$ cat src/hw/urx_pkg.sv
// Package for the serial receiver error, interrupt and wake-up block.
// Assumes a single 50 MHz clock and an APB register bus with 32-bit data.
package urx_pkg;
	// ----------------------------------------
	// Register byte offsets
	// ----------------------------------------
	localparam logic [7:0] CTRL_OFF = 8'h00;
	localparam logic [7:0] STAT_OFF = 8'h04;
	localparam logic [7:0] DATA_OFF = 8'h08;
	localparam logic [7:0] CNT_OFF  = 8'h0c;
	localparam logic [7:0] BAUD_OFF = 8'h10;

	// ----------------------------------------
	// Reset values and timing counts
	// ----------------------------------------
	localparam logic [15:0] CTRL_RST    = 16'h0000;
	localparam logic [15:0] BAUD_RST    = 16'h001a;
	localparam int          FIFO_DEPTH  = 4;
	localparam int          CLK_MHZ     = 50;
	localparam int          SETTLE_NS   = 1000;
	localparam int          SETTLE_CYC  = (SETTLE_NS * CLK_MHZ + 999) / 1000;
	localparam logic [3:0]  SAMP_FIRST  = 4'h7;
	localparam logic [3:0]  SAMP_LAST   = 4'h9;
	localparam logic [3:0]  OVS_LAST    = 4'hf;

	// ----------------------------------------
	// Control register layout, bit 15 down to 0
	// ----------------------------------------
	typedef struct packed {
		logic       wake_enable;
		logic       global_int_enable;
		logic       serial_int_enable;
		logic       tx_idle_int_enable;
		logic       tx_empty_int_enable;
		logic [1:0] trig_level;
		logic       two_stop;
		logic [1:0] parity_type;
		logic       parity_enable;
		logic       nine_bit_select;
		logic       addr_detect_enable;
		logic       rx_int_enable;
		logic       rx_enable;
		logic       serial_unit_enable;
	} urx_ctrl_t;

	// Status register layout, bit 7 down to 0
	typedef struct packed {
		logic tx_idle;
		logic tx_empty;
		logic rx_idle;
		logic rx_avail_flag;
		logic overrun_flag;
		logic noise_flag;
		logic framing_flag;
		logic parity_err_flag;
	} urx_stat_t;

	// One buffered byte with its own error marks
	typedef struct packed {
		logic       parity_err;
		logic       framing;
		logic       noise;
		logic [8:0] data;
	} urx_ent_t;

	localparam logic [1:0] PAR_EVEN  = 2'h0;
	localparam logic [1:0] PAR_ODD   = 2'h1;
	localparam logic [1:0] PAR_MARK  = 2'h2;

	typedef enum logic [2:0] {ST_IDLE, ST_START, ST_DATA, ST_PAR, ST_STOP1, ST_STOP2} urx_st_t;
endpackage

$ cat src/hw/urx_mem.sv
// Small register-file memory for the receive buffer.
// Assumes one clock; read data is registered, one cycle behind raddr.
`timescale 1ns/1ps
`default_nettype none
module urx_mem #(
	parameter int W  = 12,
	parameter int D  = 4,
	parameter int AW = 2
) (
	// Clock and reset
	input  wire logic          clk,
	input  wire logic          rst_n,
	// Write side
	input  wire logic          we,
	input  wire logic [AW-1:0] waddr,
	input  wire logic [W-1:0]  wdata,
	// Read side
	input  wire logic [AW-1:0] raddr,
	output logic      [W-1:0]  rdata_q
);
	logic [W-1:0] mem [D];

	always_ff @(posedge clk) begin
		if (we) begin
			mem[waddr] <= wdata;
		end
	end

	always_ff @(posedge clk or negedge rst_n) begin
		if (!rst_n) begin
			rdata_q <= '0;
		end else begin
			rdata_q <= mem[raddr];
		end
	end
endmodule
`default_nettype wire

$ cat src/hw/urx_core.sv
// Serial receiver with error flags, four-byte buffer, interrupt pulse and pin wake-up.
// Assumes an APB master on ref_clk, transmitter status levels on the same clock,
// and an asynchronous receive pin.
`timescale 1ns/1ps
`default_nettype none
module urx_core #(
	parameter int DEPTH  = urx_pkg::FIFO_DEPTH,
	parameter int SETTLE = urx_pkg::SETTLE_CYC
) (
	// Clock and reset
	input  wire logic        ref_clk,
	input  wire logic        rst_n,
	// APB slave
	input  wire logic        psel,
	input  wire logic        penable,
	input  wire logic        pwrite,
	input  wire logic [7:0]  paddr,
	input  wire logic [31:0] pwdata,
	output logic      [31:0] prdata,
	output logic             pready,
	output logic             pslverr,
	// Serial pin and clock state
	input  wire logic        rx_pin,
	input  wire logic        uart_clk_off,
	// Transmitter status levels
	input  wire logic        tx_empty,
	input  wire logic        tx_idle,
	// Interrupt and wake
	output logic             irq_n,
	output logic             wake_evt
);
	localparam int AW = $clog2(DEPTH);
	localparam int CW = AW + 1;

	// ----------------------------------------
	// Parameter checks
	// ----------------------------------------
	if (DEPTH < 2 || (1 << AW) != DEPTH) begin : g_bad_depth
		$error("DEPTH must be a power of two, at least 2");
	end
	if (SETTLE < 1 || SETTLE > 65535) begin : g_bad_settle
		$error("SETTLE must be 1 to 65535");
	end

	// ----------------------------------------
	// Declarations
	// ----------------------------------------
	urx_pkg::urx_ctrl_t ctrl_q;
	logic [15:0]        baud_q;
	logic               s1_q, s2_q, s3_q, rx_lvl_q, rx_prev_q;
	logic               fall;
	logic [15:0]        div_q;
	logic               tick;
	logic               run;
	urx_pkg::urx_st_t   st_q;
	logic [3:0]         scnt_q;
	logic [2:0]         samp_q;
	logic [3:0]         bitn_q;
	logic [8:0]         sh_q;
	logic               nf_q, pe_q, fe_q;
	logic               bit_end, bit_val, bit_noisy;
	logic [8:0]         data9;
	logic               par_exp;
	logic               done_q;
	urx_pkg::urx_ent_t  new_q, hold_q;
	logic               hold_v_q;
	logic [CW-1:0]      cnt_q;
	logic [AW-1:0]      wp_q, rp_q;
	logic               full, push, pop;
	urx_pkg::urx_ent_t  push_ent, head;
	logic               ov_q, arm_q;
	logic               apb_done, rd_stat, rd_data, wr_ctrl, wr_baud;
	logic               tx_empty_q, tx_idle_q;
	logic               ev_rx, ev_ov, ev_tx, ev_wake, ev_any, pend_q;
	logic               wake_seen_q;
	logic [15:0]        settle_q;
	logic               settling;
	logic               fire;
	urx_pkg::urx_stat_t stat;
	logic [31:0]        rd_mux;
	logic               hit;

	// ----------------------------------------
	// Register bus
	// ----------------------------------------
	// One wait state: pready rises in the second access cycle, so read data is a flop
	assign apb_done = psel & penable & pready;
	assign rd_stat  = apb_done & ~pwrite & (paddr == urx_pkg::STAT_OFF);
	assign rd_data  = apb_done & ~pwrite & (paddr == urx_pkg::DATA_OFF);
	assign wr_ctrl  = apb_done & pwrite & (paddr == urx_pkg::CTRL_OFF);
	assign wr_baud  = apb_done & pwrite & (paddr == urx_pkg::BAUD_OFF);

	always_comb begin
		hit    = 1'b1;
		rd_mux = 32'h0000_0000;
		case (paddr)
			urx_pkg::CTRL_OFF: rd_mux = {16'h0000, ctrl_q};
			urx_pkg::STAT_OFF: rd_mux = {24'h00_0000, stat};
			urx_pkg::DATA_OFF: rd_mux = {23'h00_0000, head.data};
			urx_pkg::CNT_OFF:  rd_mux = {{(32-CW){1'b0}}, cnt_q};
			urx_pkg::BAUD_OFF: rd_mux = {16'h0000, baud_q};
			default:           hit = 1'b0;
		endcase
	end

	always_ff @(posedge ref_clk or negedge rst_n) begin
		if (!rst_n) begin
			pready  <= 1'b0;
			pslverr <= 1'b0;
			prdata  <= 32'h0000_0000;
		end else if (psel && penable && !pready) begin
			pready  <= 1'b1;
			pslverr <= ~hit;
			prdata  <= pwrite ? 32'h0000_0000 : rd_mux;
		end else begin
			pready  <= 1'b0;
			pslverr <= 1'b0;
		end
	end

	// Writes to data and count are dropped; a status write only arms the overrun clear; flags stay read-only
	always_ff @(posedge ref_clk or negedge rst_n) begin
		if (!rst_n) begin
			ctrl_q <= urx_pkg::CTRL_RST;
			baud_q <= urx_pkg::BAUD_RST;
		end else begin
			if (wr_ctrl) begin
				ctrl_q <= pwdata[15:0];
			end
			if (wr_baud) begin
				baud_q <= pwdata[15:0];
			end
		end
	end

	// ----------------------------------------
	// Pin synchroniser and filter
	// ----------------------------------------
	always_ff @(posedge ref_clk or negedge rst_n) begin
		if (!rst_n) begin
			s1_q      <= 1'b1;
			s2_q      <= 1'b1;
			s3_q      <= 1'b1;
			rx_lvl_q  <= 1'b1;
			rx_prev_q <= 1'b1;
		end else begin
			s1_q      <= rx_pin;
			s2_q      <= s1_q;
			s3_q      <= s2_q;
			rx_prev_q <= rx_lvl_q;
			if (s2_q == s3_q) begin
				rx_lvl_q <= s3_q;
			end
		end
	end
	assign fall = rx_prev_q & ~rx_lvl_q;

	// ----------------------------------------
	// Oversampling receiver
	// ----------------------------------------
	// Clock off freezes divider and state in place, so a frame resumes where it stopped
	assign run  = ~uart_clk_off;
	assign tick = run & (div_q >= baud_q);

	always_ff @(posedge ref_clk or negedge rst_n) begin
		if (!rst_n) begin
			div_q <= 16'h0000;
		end else if (run) begin
			div_q <= tick ? 16'h0000 : div_q + 16'h0001;
		end
	end

	assign bit_end   = tick & (scnt_q == urx_pkg::OVS_LAST);
	assign bit_val   = (samp_q[0] & samp_q[1]) | (samp_q[1] & samp_q[2]) | (samp_q[0] & samp_q[2]);
	assign bit_noisy = ~(&samp_q) & (|samp_q);
	assign data9     = ctrl_q.nine_bit_select ? sh_q : {1'b0, sh_q[8:1]};

	always_comb begin
		case (ctrl_q.parity_type)
			urx_pkg::PAR_EVEN: par_exp = ^data9;
			urx_pkg::PAR_ODD:  par_exp = ~^data9;
			urx_pkg::PAR_MARK: par_exp = 1'b1;
			default:           par_exp = 1'b0;
		endcase
	end

	always_ff @(posedge ref_clk or negedge rst_n) begin
		if (!rst_n) begin
			st_q   <= urx_pkg::ST_IDLE;
			scnt_q <= 4'h0;
			samp_q <= 3'h7;
			bitn_q <= 4'h0;
			sh_q   <= 9'h000;
			nf_q   <= 1'b0;
			pe_q   <= 1'b0;
			fe_q   <= 1'b0;
			done_q <= 1'b0;
			new_q  <= '0;
		end else if (!ctrl_q.serial_unit_enable || !ctrl_q.rx_enable || (settling && run)) begin
			st_q   <= urx_pkg::ST_IDLE;
			done_q <= 1'b0;
		end else begin
			done_q <= 1'b0;
			if (tick && st_q != urx_pkg::ST_IDLE) begin
				scnt_q <= scnt_q + 4'h1;
				if (scnt_q >= urx_pkg::SAMP_FIRST && scnt_q <= urx_pkg::SAMP_LAST) begin
					samp_q <= {rx_lvl_q, samp_q[2:1]};
				end
			end
			if (bit_end && bit_noisy) begin
				nf_q <= 1'b1;
			end
			case (st_q)
				urx_pkg::ST_IDLE: begin
					if (run && fall) begin
						st_q   <= urx_pkg::ST_START;
						scnt_q <= 4'h0;
						nf_q   <= 1'b0;
						pe_q   <= 1'b0;
						fe_q   <= 1'b0;
					end
				end
				urx_pkg::ST_START: begin
					if (bit_end) begin
						st_q   <= bit_val ? urx_pkg::ST_IDLE : urx_pkg::ST_DATA;
						bitn_q <= 4'h0;
					end
				end
				urx_pkg::ST_DATA: begin
					if (bit_end) begin
						sh_q   <= {bit_val, sh_q[8:1]};
						bitn_q <= bitn_q + 4'h1;
						if (bitn_q == (ctrl_q.nine_bit_select ? 4'h8 : 4'h7)) begin
							st_q <= ctrl_q.parity_enable ? urx_pkg::ST_PAR : urx_pkg::ST_STOP1;
						end
					end
				end
				urx_pkg::ST_PAR: begin
					if (bit_end) begin
						pe_q <= (bit_val != par_exp);
						st_q <= urx_pkg::ST_STOP1;
					end
				end
				urx_pkg::ST_STOP1: begin
					if (bit_end) begin
						fe_q <= ~bit_val;
						if (ctrl_q.two_stop) begin
							st_q <= urx_pkg::ST_STOP2;
						end else begin
							st_q   <= urx_pkg::ST_IDLE;
							done_q <= 1'b1;
							new_q  <= '{parity_err: pe_q, framing: ~bit_val, noise: nf_q | bit_noisy, data: data9};
						end
					end
				end
				urx_pkg::ST_STOP2: begin
					if (bit_end) begin
						st_q   <= urx_pkg::ST_IDLE;
						done_q <= 1'b1;
						new_q  <= '{parity_err: pe_q, framing: fe_q | ~bit_val, noise: nf_q | bit_noisy,
							data: data9};
					end
				end
				default: st_q <= urx_pkg::ST_IDLE;
			endcase
		end
	end

	// ----------------------------------------
	// Receive buffer and holding stage
	// ----------------------------------------
	// The holding stage stands in for the shift register: a fifth byte waits here
	assign full     = (cnt_q == CW'(DEPTH));
	assign push     = ~full & (done_q | hold_v_q);
	assign push_ent = hold_v_q ? hold_q : new_q;
	assign pop      = rd_data & (cnt_q != '0);

	always_ff @(posedge ref_clk or negedge rst_n) begin
		if (!rst_n) begin
			hold_v_q <= 1'b0;
			hold_q   <= '0;
		end else if (!ctrl_q.rx_enable) begin
			hold_v_q <= 1'b0;
		end else if (done_q && (full || hold_v_q)) begin
			hold_v_q <= 1'b1;
			hold_q   <= new_q;
		end else if (push) begin
			hold_v_q <= 1'b0;
		end
	end

	always_ff @(posedge ref_clk or negedge rst_n) begin
		if (!rst_n) begin
			cnt_q <= '0;
			wp_q  <= '0;
			rp_q  <= '0;
		end else begin
			cnt_q <= cnt_q + CW'(push) - CW'(pop);
			if (push) begin
				wp_q <= wp_q + AW'(1);
			end
			if (pop) begin
				rp_q <= rp_q + AW'(1);
			end
		end
	end

	// Entry carries its own error marks so each flag stays with its byte
	urx_mem #(
		.W  ($bits(urx_pkg::urx_ent_t)),
		.D  (DEPTH),
		.AW (AW)
	) u_mem (
		.clk     (ref_clk),
		.rst_n   (rst_n),
		.we      (push),
		.waddr   (wp_q),
		.wdata   (push_ent),
		.raddr   (rp_q),
		.rdata_q (head)
	);

	// ----------------------------------------
	// Overrun flag and clear sequence
	// ----------------------------------------
	always_ff @(posedge ref_clk or negedge rst_n) begin
		if (!rst_n) begin
			ov_q  <= 1'b0;
			arm_q <= 1'b0;
		end else begin
			if (apb_done && paddr == urx_pkg::STAT_OFF) begin
				arm_q <= 1'b1;
			end else if (rd_data) begin
				arm_q <= 1'b0;
			end
			if (done_q && full) begin
				ov_q <= 1'b1;
			end else if (rd_data && arm_q) begin
				ov_q <= 1'b0;
			end
		end
	end

	// Noise, framing and parity flags show the head byte, so any pop brings up the next byte's marks
	always_comb begin
		stat                 = '0;
		stat.tx_idle         = tx_idle;
		stat.tx_empty        = tx_empty;
		stat.rx_idle         = (st_q == urx_pkg::ST_IDLE);
		stat.rx_avail_flag   = (cnt_q != '0);
		stat.overrun_flag    = ov_q;
		stat.noise_flag      = stat.rx_avail_flag & head.noise;
		stat.framing_flag    = stat.rx_avail_flag & head.framing;
		stat.parity_err_flag = stat.rx_avail_flag & head.parity_err & ctrl_q.parity_enable;
	end

	// ----------------------------------------
	// Interrupt events
	// ----------------------------------------
	assign ev_tx = (tx_empty & ~tx_empty_q & ctrl_q.tx_empty_int_enable) |
		(tx_idle & ~tx_idle_q & ctrl_q.tx_idle_int_enable);
	assign ev_rx = push & ctrl_q.rx_int_enable & (cnt_q >= {{(CW-2){1'b0}}, ctrl_q.trig_level}) &
		(~ctrl_q.addr_detect_enable |
		(ctrl_q.nine_bit_select ? push_ent.data[8] : push_ent.data[7]));
	assign ev_ov   = done_q & full & ctrl_q.rx_int_enable;
	assign ev_wake = uart_clk_off & fall & ctrl_q.wake_enable & ctrl_q.serial_unit_enable &
		ctrl_q.rx_enable & ctrl_q.rx_int_enable;
	assign ev_any  = (ev_tx | ev_rx | ev_ov | ev_wake) &
		ctrl_q.global_int_enable & ctrl_q.serial_int_enable;
	assign settling = wake_seen_q | (settle_q != 16'h0000);
	assign fire     = pend_q & irq_n & ~settling & ~uart_clk_off;

	always_ff @(posedge ref_clk or negedge rst_n) begin
		if (!rst_n) begin
			tx_empty_q <= 1'b0;
			tx_idle_q  <= 1'b0;
		end else begin
			tx_empty_q <= tx_empty;
			tx_idle_q  <= tx_idle;
		end
	end

	// Settling starts once the clock returns after a wake; pin data is ignored until done
	always_ff @(posedge ref_clk or negedge rst_n) begin
		if (!rst_n) begin
			wake_seen_q <= 1'b0;
			settle_q    <= 16'h0000;
			wake_evt    <= 1'b0;
		end else begin
			wake_evt <= ev_wake;
			if (ev_wake) begin
				wake_seen_q <= 1'b1;
			end else if (wake_seen_q && !uart_clk_off) begin
				wake_seen_q <= 1'b0;
				settle_q    <= 16'(SETTLE);
			end else if (settle_q != 16'h0000) begin
				settle_q <= settle_q - 16'h0001;
			end
		end
	end

	// A new event in the firing cycle is kept pending, never lost
	always_ff @(posedge ref_clk or negedge rst_n) begin
		if (!rst_n) begin
			pend_q <= 1'b0;
			irq_n  <= 1'b1;
		end else begin
			pend_q <= ev_any | (pend_q & ~fire);
			irq_n  <= ~fire;
		end
	end
endmodule
`default_nettype wire

$ cat config.mk
export PLATFORM = sky130hd
export DESIGN_NAME = urx_core
export DESIGN_NICKNAME = d
export VERILOG_FILES = /design/src/hw/urx_pkg.sv /design/src/hw/urx_mem.sv /design/src/hw/urx_core.sv
export SDC_FILE = /design/constraint.sdc
export NUM_CORES = 1
export LEC_CHECK = 0
export BUFFER_PORTS_ARGS = -buffer_cell sky130_fd_sc_hd__buf_2
export CAP_MARGIN = 10
export CORE_MARGIN = 8
export CORE_UTILIZATION = 55
export CTS_BUF_LIST = sky130_fd_sc_hd__clkbuf_16
export DETAILED_ROUTE_END_ITERATION = 7
export PLACE_DENSITY = 0.74
export SKIP_CTS_REPAIR_TIMING = 1
export SLEW_MARGIN = 10
export SYNTH_ARGS = -nofsm -noshare
export SYNTH_HDL_FRONTEND = slang
export SYNTH_HIERARCHICAL = 1
export SYNTH_SLANG_ARGS = --single-unit
$ cat constraint.sdc
create_clock -name ref_clk -period 7.75 [get_ports ref_clk]
set_input_delay 1.1625 -clock ref_clk [delete_from_list [all_inputs] [get_ports ref_clk]]
set_output_delay 1.1625 -clock ref_clk [all_outputs]
set_load 0.1 [all_outputs]
# Word level (Yosys, flattened, before mapping)
# Memories as Yosys holds them, arrays and structs flattened. A register that Yosys moved wholly into a read port is not among the register bits.
# Index checks and enable logic that the tools add are counted.
# W data, S select, Z words.
[op_classes]
addsub = 8
order_cmp = 4
eq_ne = 31
n_mux = 59
n_bitwise = 66
n_reduce_logical = 48
[op_table]
columns = ["operator", "n"]
rows = [
  ["$pmux W16 S5", 1],
  ["$mux W12", 4],
  ["$mux W16", 3],
  ["$and A1 B1 Y1", 40],
  ["$mux W32", 1],
  ["$mux W3", 10],
  ["$mux W1", 25],
  ["$mux W4", 6],
  ["$pmux W12 S2", 1],
  ["$ne A3 B3 Y1 const B", 6],
  ["$pmux W3 S6", 1],
  ["$add A16 B1 Y16 const B", 1],
  ["$eq A8 B4 Y1 const B", 2],
  ["$ge A16 B16 Y1", 1],
  ["$reduce_bool A16 Y1", 1],
  ["$reduce_bool A2 Y1", 8],
  ["$sub A16 B1 Y16 const B", 1],
  ["$not A1 Y1", 14],
  ["$logic_and A1 B1 Y1", 12],
  ["$ne A2 B2 Y1 const B", 6],
  ["$or A1 B1 Y1", 12],
  ["$reduce_and A4 Y1", 3],
  ["$eq A3 B3 Y1 const B", 3],
  ["$mux W9", 1],
  ["37 further kinds", 53],
]
[totals]
regBits = 170
ram_bits = 48
input_bits = 49
output_inout_bits = 36
wordCells = 271
memories = 1
[mem_list]
columns = ["name", "depth", "word_bits", "read_ports", "rd_ports_with_merged_regs", "wr", "line_no", "text"]
rows = [
  ["u_mem.mem", 4, 12, 1, 1, 1, "urx_mem.sv:21", "logic [W-1:0] mem [D];"],
]

# Depth between registers and ports, before layout
[depth]
ltp_word = 12
mapped_depth = 11
ltp_nobuf = 11

# Modules after synthesis
# Netlist, hierarchy kept.
[modules_own_cells]
columns = ["module", "n_inst", "cells_each", "area_per_inst_um2", "seq_area_each_um2"]
rows = [
  ["urx_core", 1, 774, 8069.0, 3868.7],
  ["urx_mem", 1, 78, 2067.0, 1741.7],
]

# Least setup slack after synthesis
# No wires, ideal clock.
[synth_path]
path_type = "input -> register"
startpoint = "in paddr[7]"
endpoint = "reg cnt_q[2]"
setup_time_ns = 0.126
t_arrival_ns = 3.365
t_required_ns = 7.624
slack_ns = 4.259
path_stages = 11
cell_sequence = "nor4_1 nor3b_2 nand3b_1 nor4_1 ha_1 inv_1 ha_1 inv_1 fa_1 xnor2_1 xnor2_1"
[synth_between]
elab_chain_cells = 4
[synth_rtl]
columns = ["element", "line_no", "text"]
rows = [
  ["start, declared", "urx_core.sv:17", "input wire logic [7:0] paddr,"],
  ["$eq A8 B4 Y1", "urx_core.sv:89", "assign rd_data = apb_done & ~pwrite & (paddr == urx_pkg::DATA_OFF);"],
  ["$and A1 B1 Y1", "urx_core.sv:89", ""],
  ["$and A1 B1 Y1", "urx_core.sv:276", "assign pop = rd_data & (cnt_q != '0);"],
  ["net pop", "urx_core.sv:69", "logic full, push, pop;"],
  ["$sub A3 B1 Y3", "urx_core.sv:298", "cnt_q <= cnt_q + CW'(push) - CW'(pop);"],
  ["end signal, assigned", "urx_core.sv:298", ""],
  ["end, declared", "urx_core.sv:67", "logic [CW-1:0] cnt_q;"],
]
# The timed path passes the listed nets, and every way through them passes these cells.
# A chain may end at the register's enable or synchronous reset.

# Worst setup path in the final report
[layout_path]
startpoint = "in paddr[7]"
endpoint = "reg ctrl_q[6] (netlist name)"
[layout_between]
elab_chain_cells = 2
[layout_rtl]
columns = ["element", "line_no", "text"]
rows = [
  ["$logic_not A8 Y1", "urx_core.sv:90", "assign wr_ctrl = apb_done & pwrite & (paddr == urx_pkg::CTRL_OFF);"],
  ["$and A1 B1 Y1", "urx_core.sv:90", ""],
  ["end signal, assigned", "urx_core.sv:124", "ctrl_q <= urx_pkg::CTRL_RST;"],
  ["end signal, assigned", "urx_core.sv:128", "ctrl_q <= pwdata[15:0];"],
  ["end, declared", "urx_core.sv:48", "urx_pkg::urx_ctrl_t ctrl_q;"],
]
# Every way passes these cells.

==> run summary <==
The run finished with clean final reports. The number of global-route vias before repair came out at a little under 7000. The endpoint kind of the worst setup timing path is a register. The internal power summed over all cells is 0.00186 W. The area of the multi-input gates is ~4200 um^2. The total placed instance area is around 11000 um^2. The routed design has approximately 21000 um of wire.

Of the total power, combinational logic draws 0.058. IR analysis of the VDD net gives a maximum drop of 0.000185 V. Once detailed placement completed, the half-perimeter wirelength came to 14300 um. The overall overflow remaining after global route came out at 0.

Of the total synthesized cell area, the portion taken by full adders, half adders and majority gates is 0.0360. The die height came out at ~150 um. The number of enable flip-flop cells after synthesis is between 40 and 50.

The area overhead of the layout relative to synthesis came out at 11.3%. The worst setup path is launched from a primary input. The starting utilization of the core area came out at 0.562. The share of the synthesized area in compound gates (AO/OA/AOI/OAI) came to 0.0852. The startpoint identified for the worst hold timing path is s1_q. The detailed-route wire length per cell came out at 18.6 um. The max-slew violation count came out at 0. After synthesis the netlist holds a flip-flop and latch count of approximately 210. Setup total negative slack on the finished layout was measured at 0 ps. The synthesized instance count is approximately 850.

The maximum root-to-sink buffer count came out at 3. The total core area came out at approximately 18000 um^2. In this run the clock root is driven by a clkbuf_16. The net count of the finished layout came out at 977.

The worst hold path belongs to the class reg2reg. The fmax is around 270 MHz. Counting I/O delays and the setup requirement, the final critical path takes between 3000 and 4000 ps. The worst endpoint required time is about 8100 ps. The H-tree level count came out at 1. The area share of and/or/nand/nor cells after synthesis came out at 0.134. The mapped cell area is approximately 10000 um^2. The power per cell area is 215 nW/um^2. The setup violation total in the final timing report is 0. The DRC violations left came out at 0. The storage element area came out at 5610 um^2. Leaving out fill and tap cells, the most frequent cell in the layout is dfrtp_1. The measured slew at the worst slew-check pin came out at 1120 ps. In this run the power spent charging and discharging nets is roughly 0.00057 W. The number of diodes added for antenna fixing came out at 0. The final route contains ~6600 vias. The first global-routing pass estimated approximately 35000 um of wire.

Of the total power, the clock network draws 0.445. The final non-filler cell area is approximately 11000 um^2. The worst setup path startpoint is paddr[7]. The vias per cell came out at about 5.8. The clock net in this run drives a total of about 210 sinks.

The count of buffers added on input and output ports is 52. The worst register-to-register path begins at baud_q[1]. The initial antenna violation count was 0. The mean post-synth cell area is 11.9 um^2. Across every metal layer, demand over resource in global routing totals 0.193. The ratio of cells with drive above 1 in the final layout came out at 0.220.

Setup repair after global routing left no endpoint under its margin. Hold timing on the final database bottoms out at a slack of around 360 ps. The critical path is of the in2reg type. The maximum number of pins on one net before global-route repair is 93. The first-pass iteration count of the detailed router is 5. The fill cell total of the finished layout is roughly 1400. Of the available clock period, the critical path in the final layout requires 0.476. The share of the Yosys chip area taken by registers is 0.554. The count of warnings emitted by yosys is 6. The final estimated routing congestion in global placement is a little over 0.8. The fraction of registers with async set/reset is 0.776. Summed over all cells, the static leakage comes to approximately 5.0 nW. The relative slew slack is 0.251.

The count of boundary I/O pins came out at 85. The number of unique standard cell types used by synthesis is 74. After synthesis, the share of cell area in mux cells is 0.115. The final count of hold timing violations is 0.

The share of the synthesized netlist area taken by xor and xnor gates came out at 0.0354. The final worst clock skew is about 11 ps. The share of total power dissipated in sequential elements is 0.497. The number of DRC markers in iteration 0 came out at around 380. Measured along the x axis, the die boundary spans around 150 um. The top cell types in the final layout, fill and taps aside, are dfrtp_1 (154), nand2_1 (76), mux2_2 (72), nor2_1 (54), buf_2 (51). The insertion delay of the later-clocked pin in the worst-skew pair came out at ~500 ps.

By area, the combinational part of the netlist is dominated by simple AND/OR/NAND/NOR gates. The data arrival time of the critical path is between 4000 and 5000 ps. TritonCTS built the clock tree. The number of standard-cell rows in the floorplan is 49. The clock-pin slew on the worst setup and hold paths is approximately 60 ps.

The number of buffers added by the clock tree synthesis step is 23. The die footprint is 23000 um^2. Of all nets on the critical path, the largest fanout is 17. The count of nets left with antenna violations after detail routing came out at 0. Of the total power, the share spent switching nets is 0.234. The number of max-cap violations came out at 0. Among all flip-flop cells after synthesis, the most frequent one is dfrtp_1.
[critical path: stages]
cell	delay, ps
buf_2	100
nor4_1	310
nor3b_2	480
and2_1	670
inv_1	120
nor2_2	780
mux2_2	440
[Yosys cell counts (all sizes together) (13+ instances only)]
master	number	share of area
a22oi	17	0.013
a21oi	23	0.012
nor2	56	0.021
nand3	23	0.013
inv	39	0.014
o21ai	41	0.020
nand2	76	0.028
mux4	13	0.030
clkbuf	26	0.0096
xnor2	25	0.022
xor2	16	0.014
mux2	72	0.080
dfrtp	154	0.38
ha	26	0.032
nor3	14	0.0080
buf	24	0.017
edfxtp	48	0.14
[layer usage]
| layer | GRT usage | wire length, um | vias to the layer above |
|---|---|---|---|
| li1 | - | - | 3126 |
| met1 | 0.256 | 9350 | 3301 |
| met2 | 0.324 | 10600 | 150 |
| met3 | 0.0270 | 920 | 38 |
| met4 | 0.0554 | 519 | 0 |
| met5 | 0 | 0 | - |
[logic make-up after synthesis]
| kind of cell | count (synthesis) |
|---|---|
| buf+inv | 89 |
| compound gates | 132 |
| mux | 90 |
| simple gates | 256 |
| other cells | 1 |
| xor+xnor | 41 |
| fa+ha+maj | 29 |
| flops | 214 |
[area by class of cell]
cell class / count / share of cell area
multi-input cells: 564 / 0.370
clock inverters: 19 / 0.0151
clock buffers: 23 / 0.0510
inverters: 39 / 0.0130
repair buffers: 59 / 0.0283
flip-flops and latches: 214 / 0.497
well taps: 229 / 0.0254
[power by group through the flow]
stage / sequential [W] / clock, W / combinational, W
after floorplan: 0.00122 / 0 / 0.000102
after global placement: 0.00122 / 0 / 0.000139
after detailed placement: 0.00122 / 0 / 0.000142
after CTS: 0.00120 / 0.00110 / 0.000143
after global routing: 0.00121 / 0.00114 / 0.000157
final: 0.00120 / 0.00108 / 0.000141
[sequential cells by signal, summed over array words and instances (netlist names), 2 cells and up]
name / count
hold_q: 12
sh_q: 9
u_mem/rdata_q: 12
st_q: 3
div_q: 16
cnt_q: 3
wp_q: 2
samp_q: 3
new_q: 12
prdata: 16
u_mem/mem: 48
baud_q: 16
scnt_q: 4
rp_q: 2
ctrl_q: 16
bitn_q: 4
settle_q: 16
[final timing paths]
path,endpoint,slack (ps),cells after the start
setup / recovery,ctrl_q[6],4060,7
hold / removal,s2_q,360,0
setup reg to reg,new_q[0],4650,8
hold reg to reg,s2_q,360,0
max in group asynchronous,settle_q[10],5520,2
min in group asynchronous,wp_q[1],750,1
[per-stage QoR]
step,util,power [W],setup slack [ps],cells
after detailed placement,0.584,0.00137,3590,1105
final,0.626,0.00242,4060,1147
after floorplan,-,0.00132,4260,867
after global placement,0.584,0.00136,3680,1105
after global routing,0.626,0.00250,3840,1147
after CTS,0.626,0.00245,4100,1147
(Power assumes the default switching activity.)
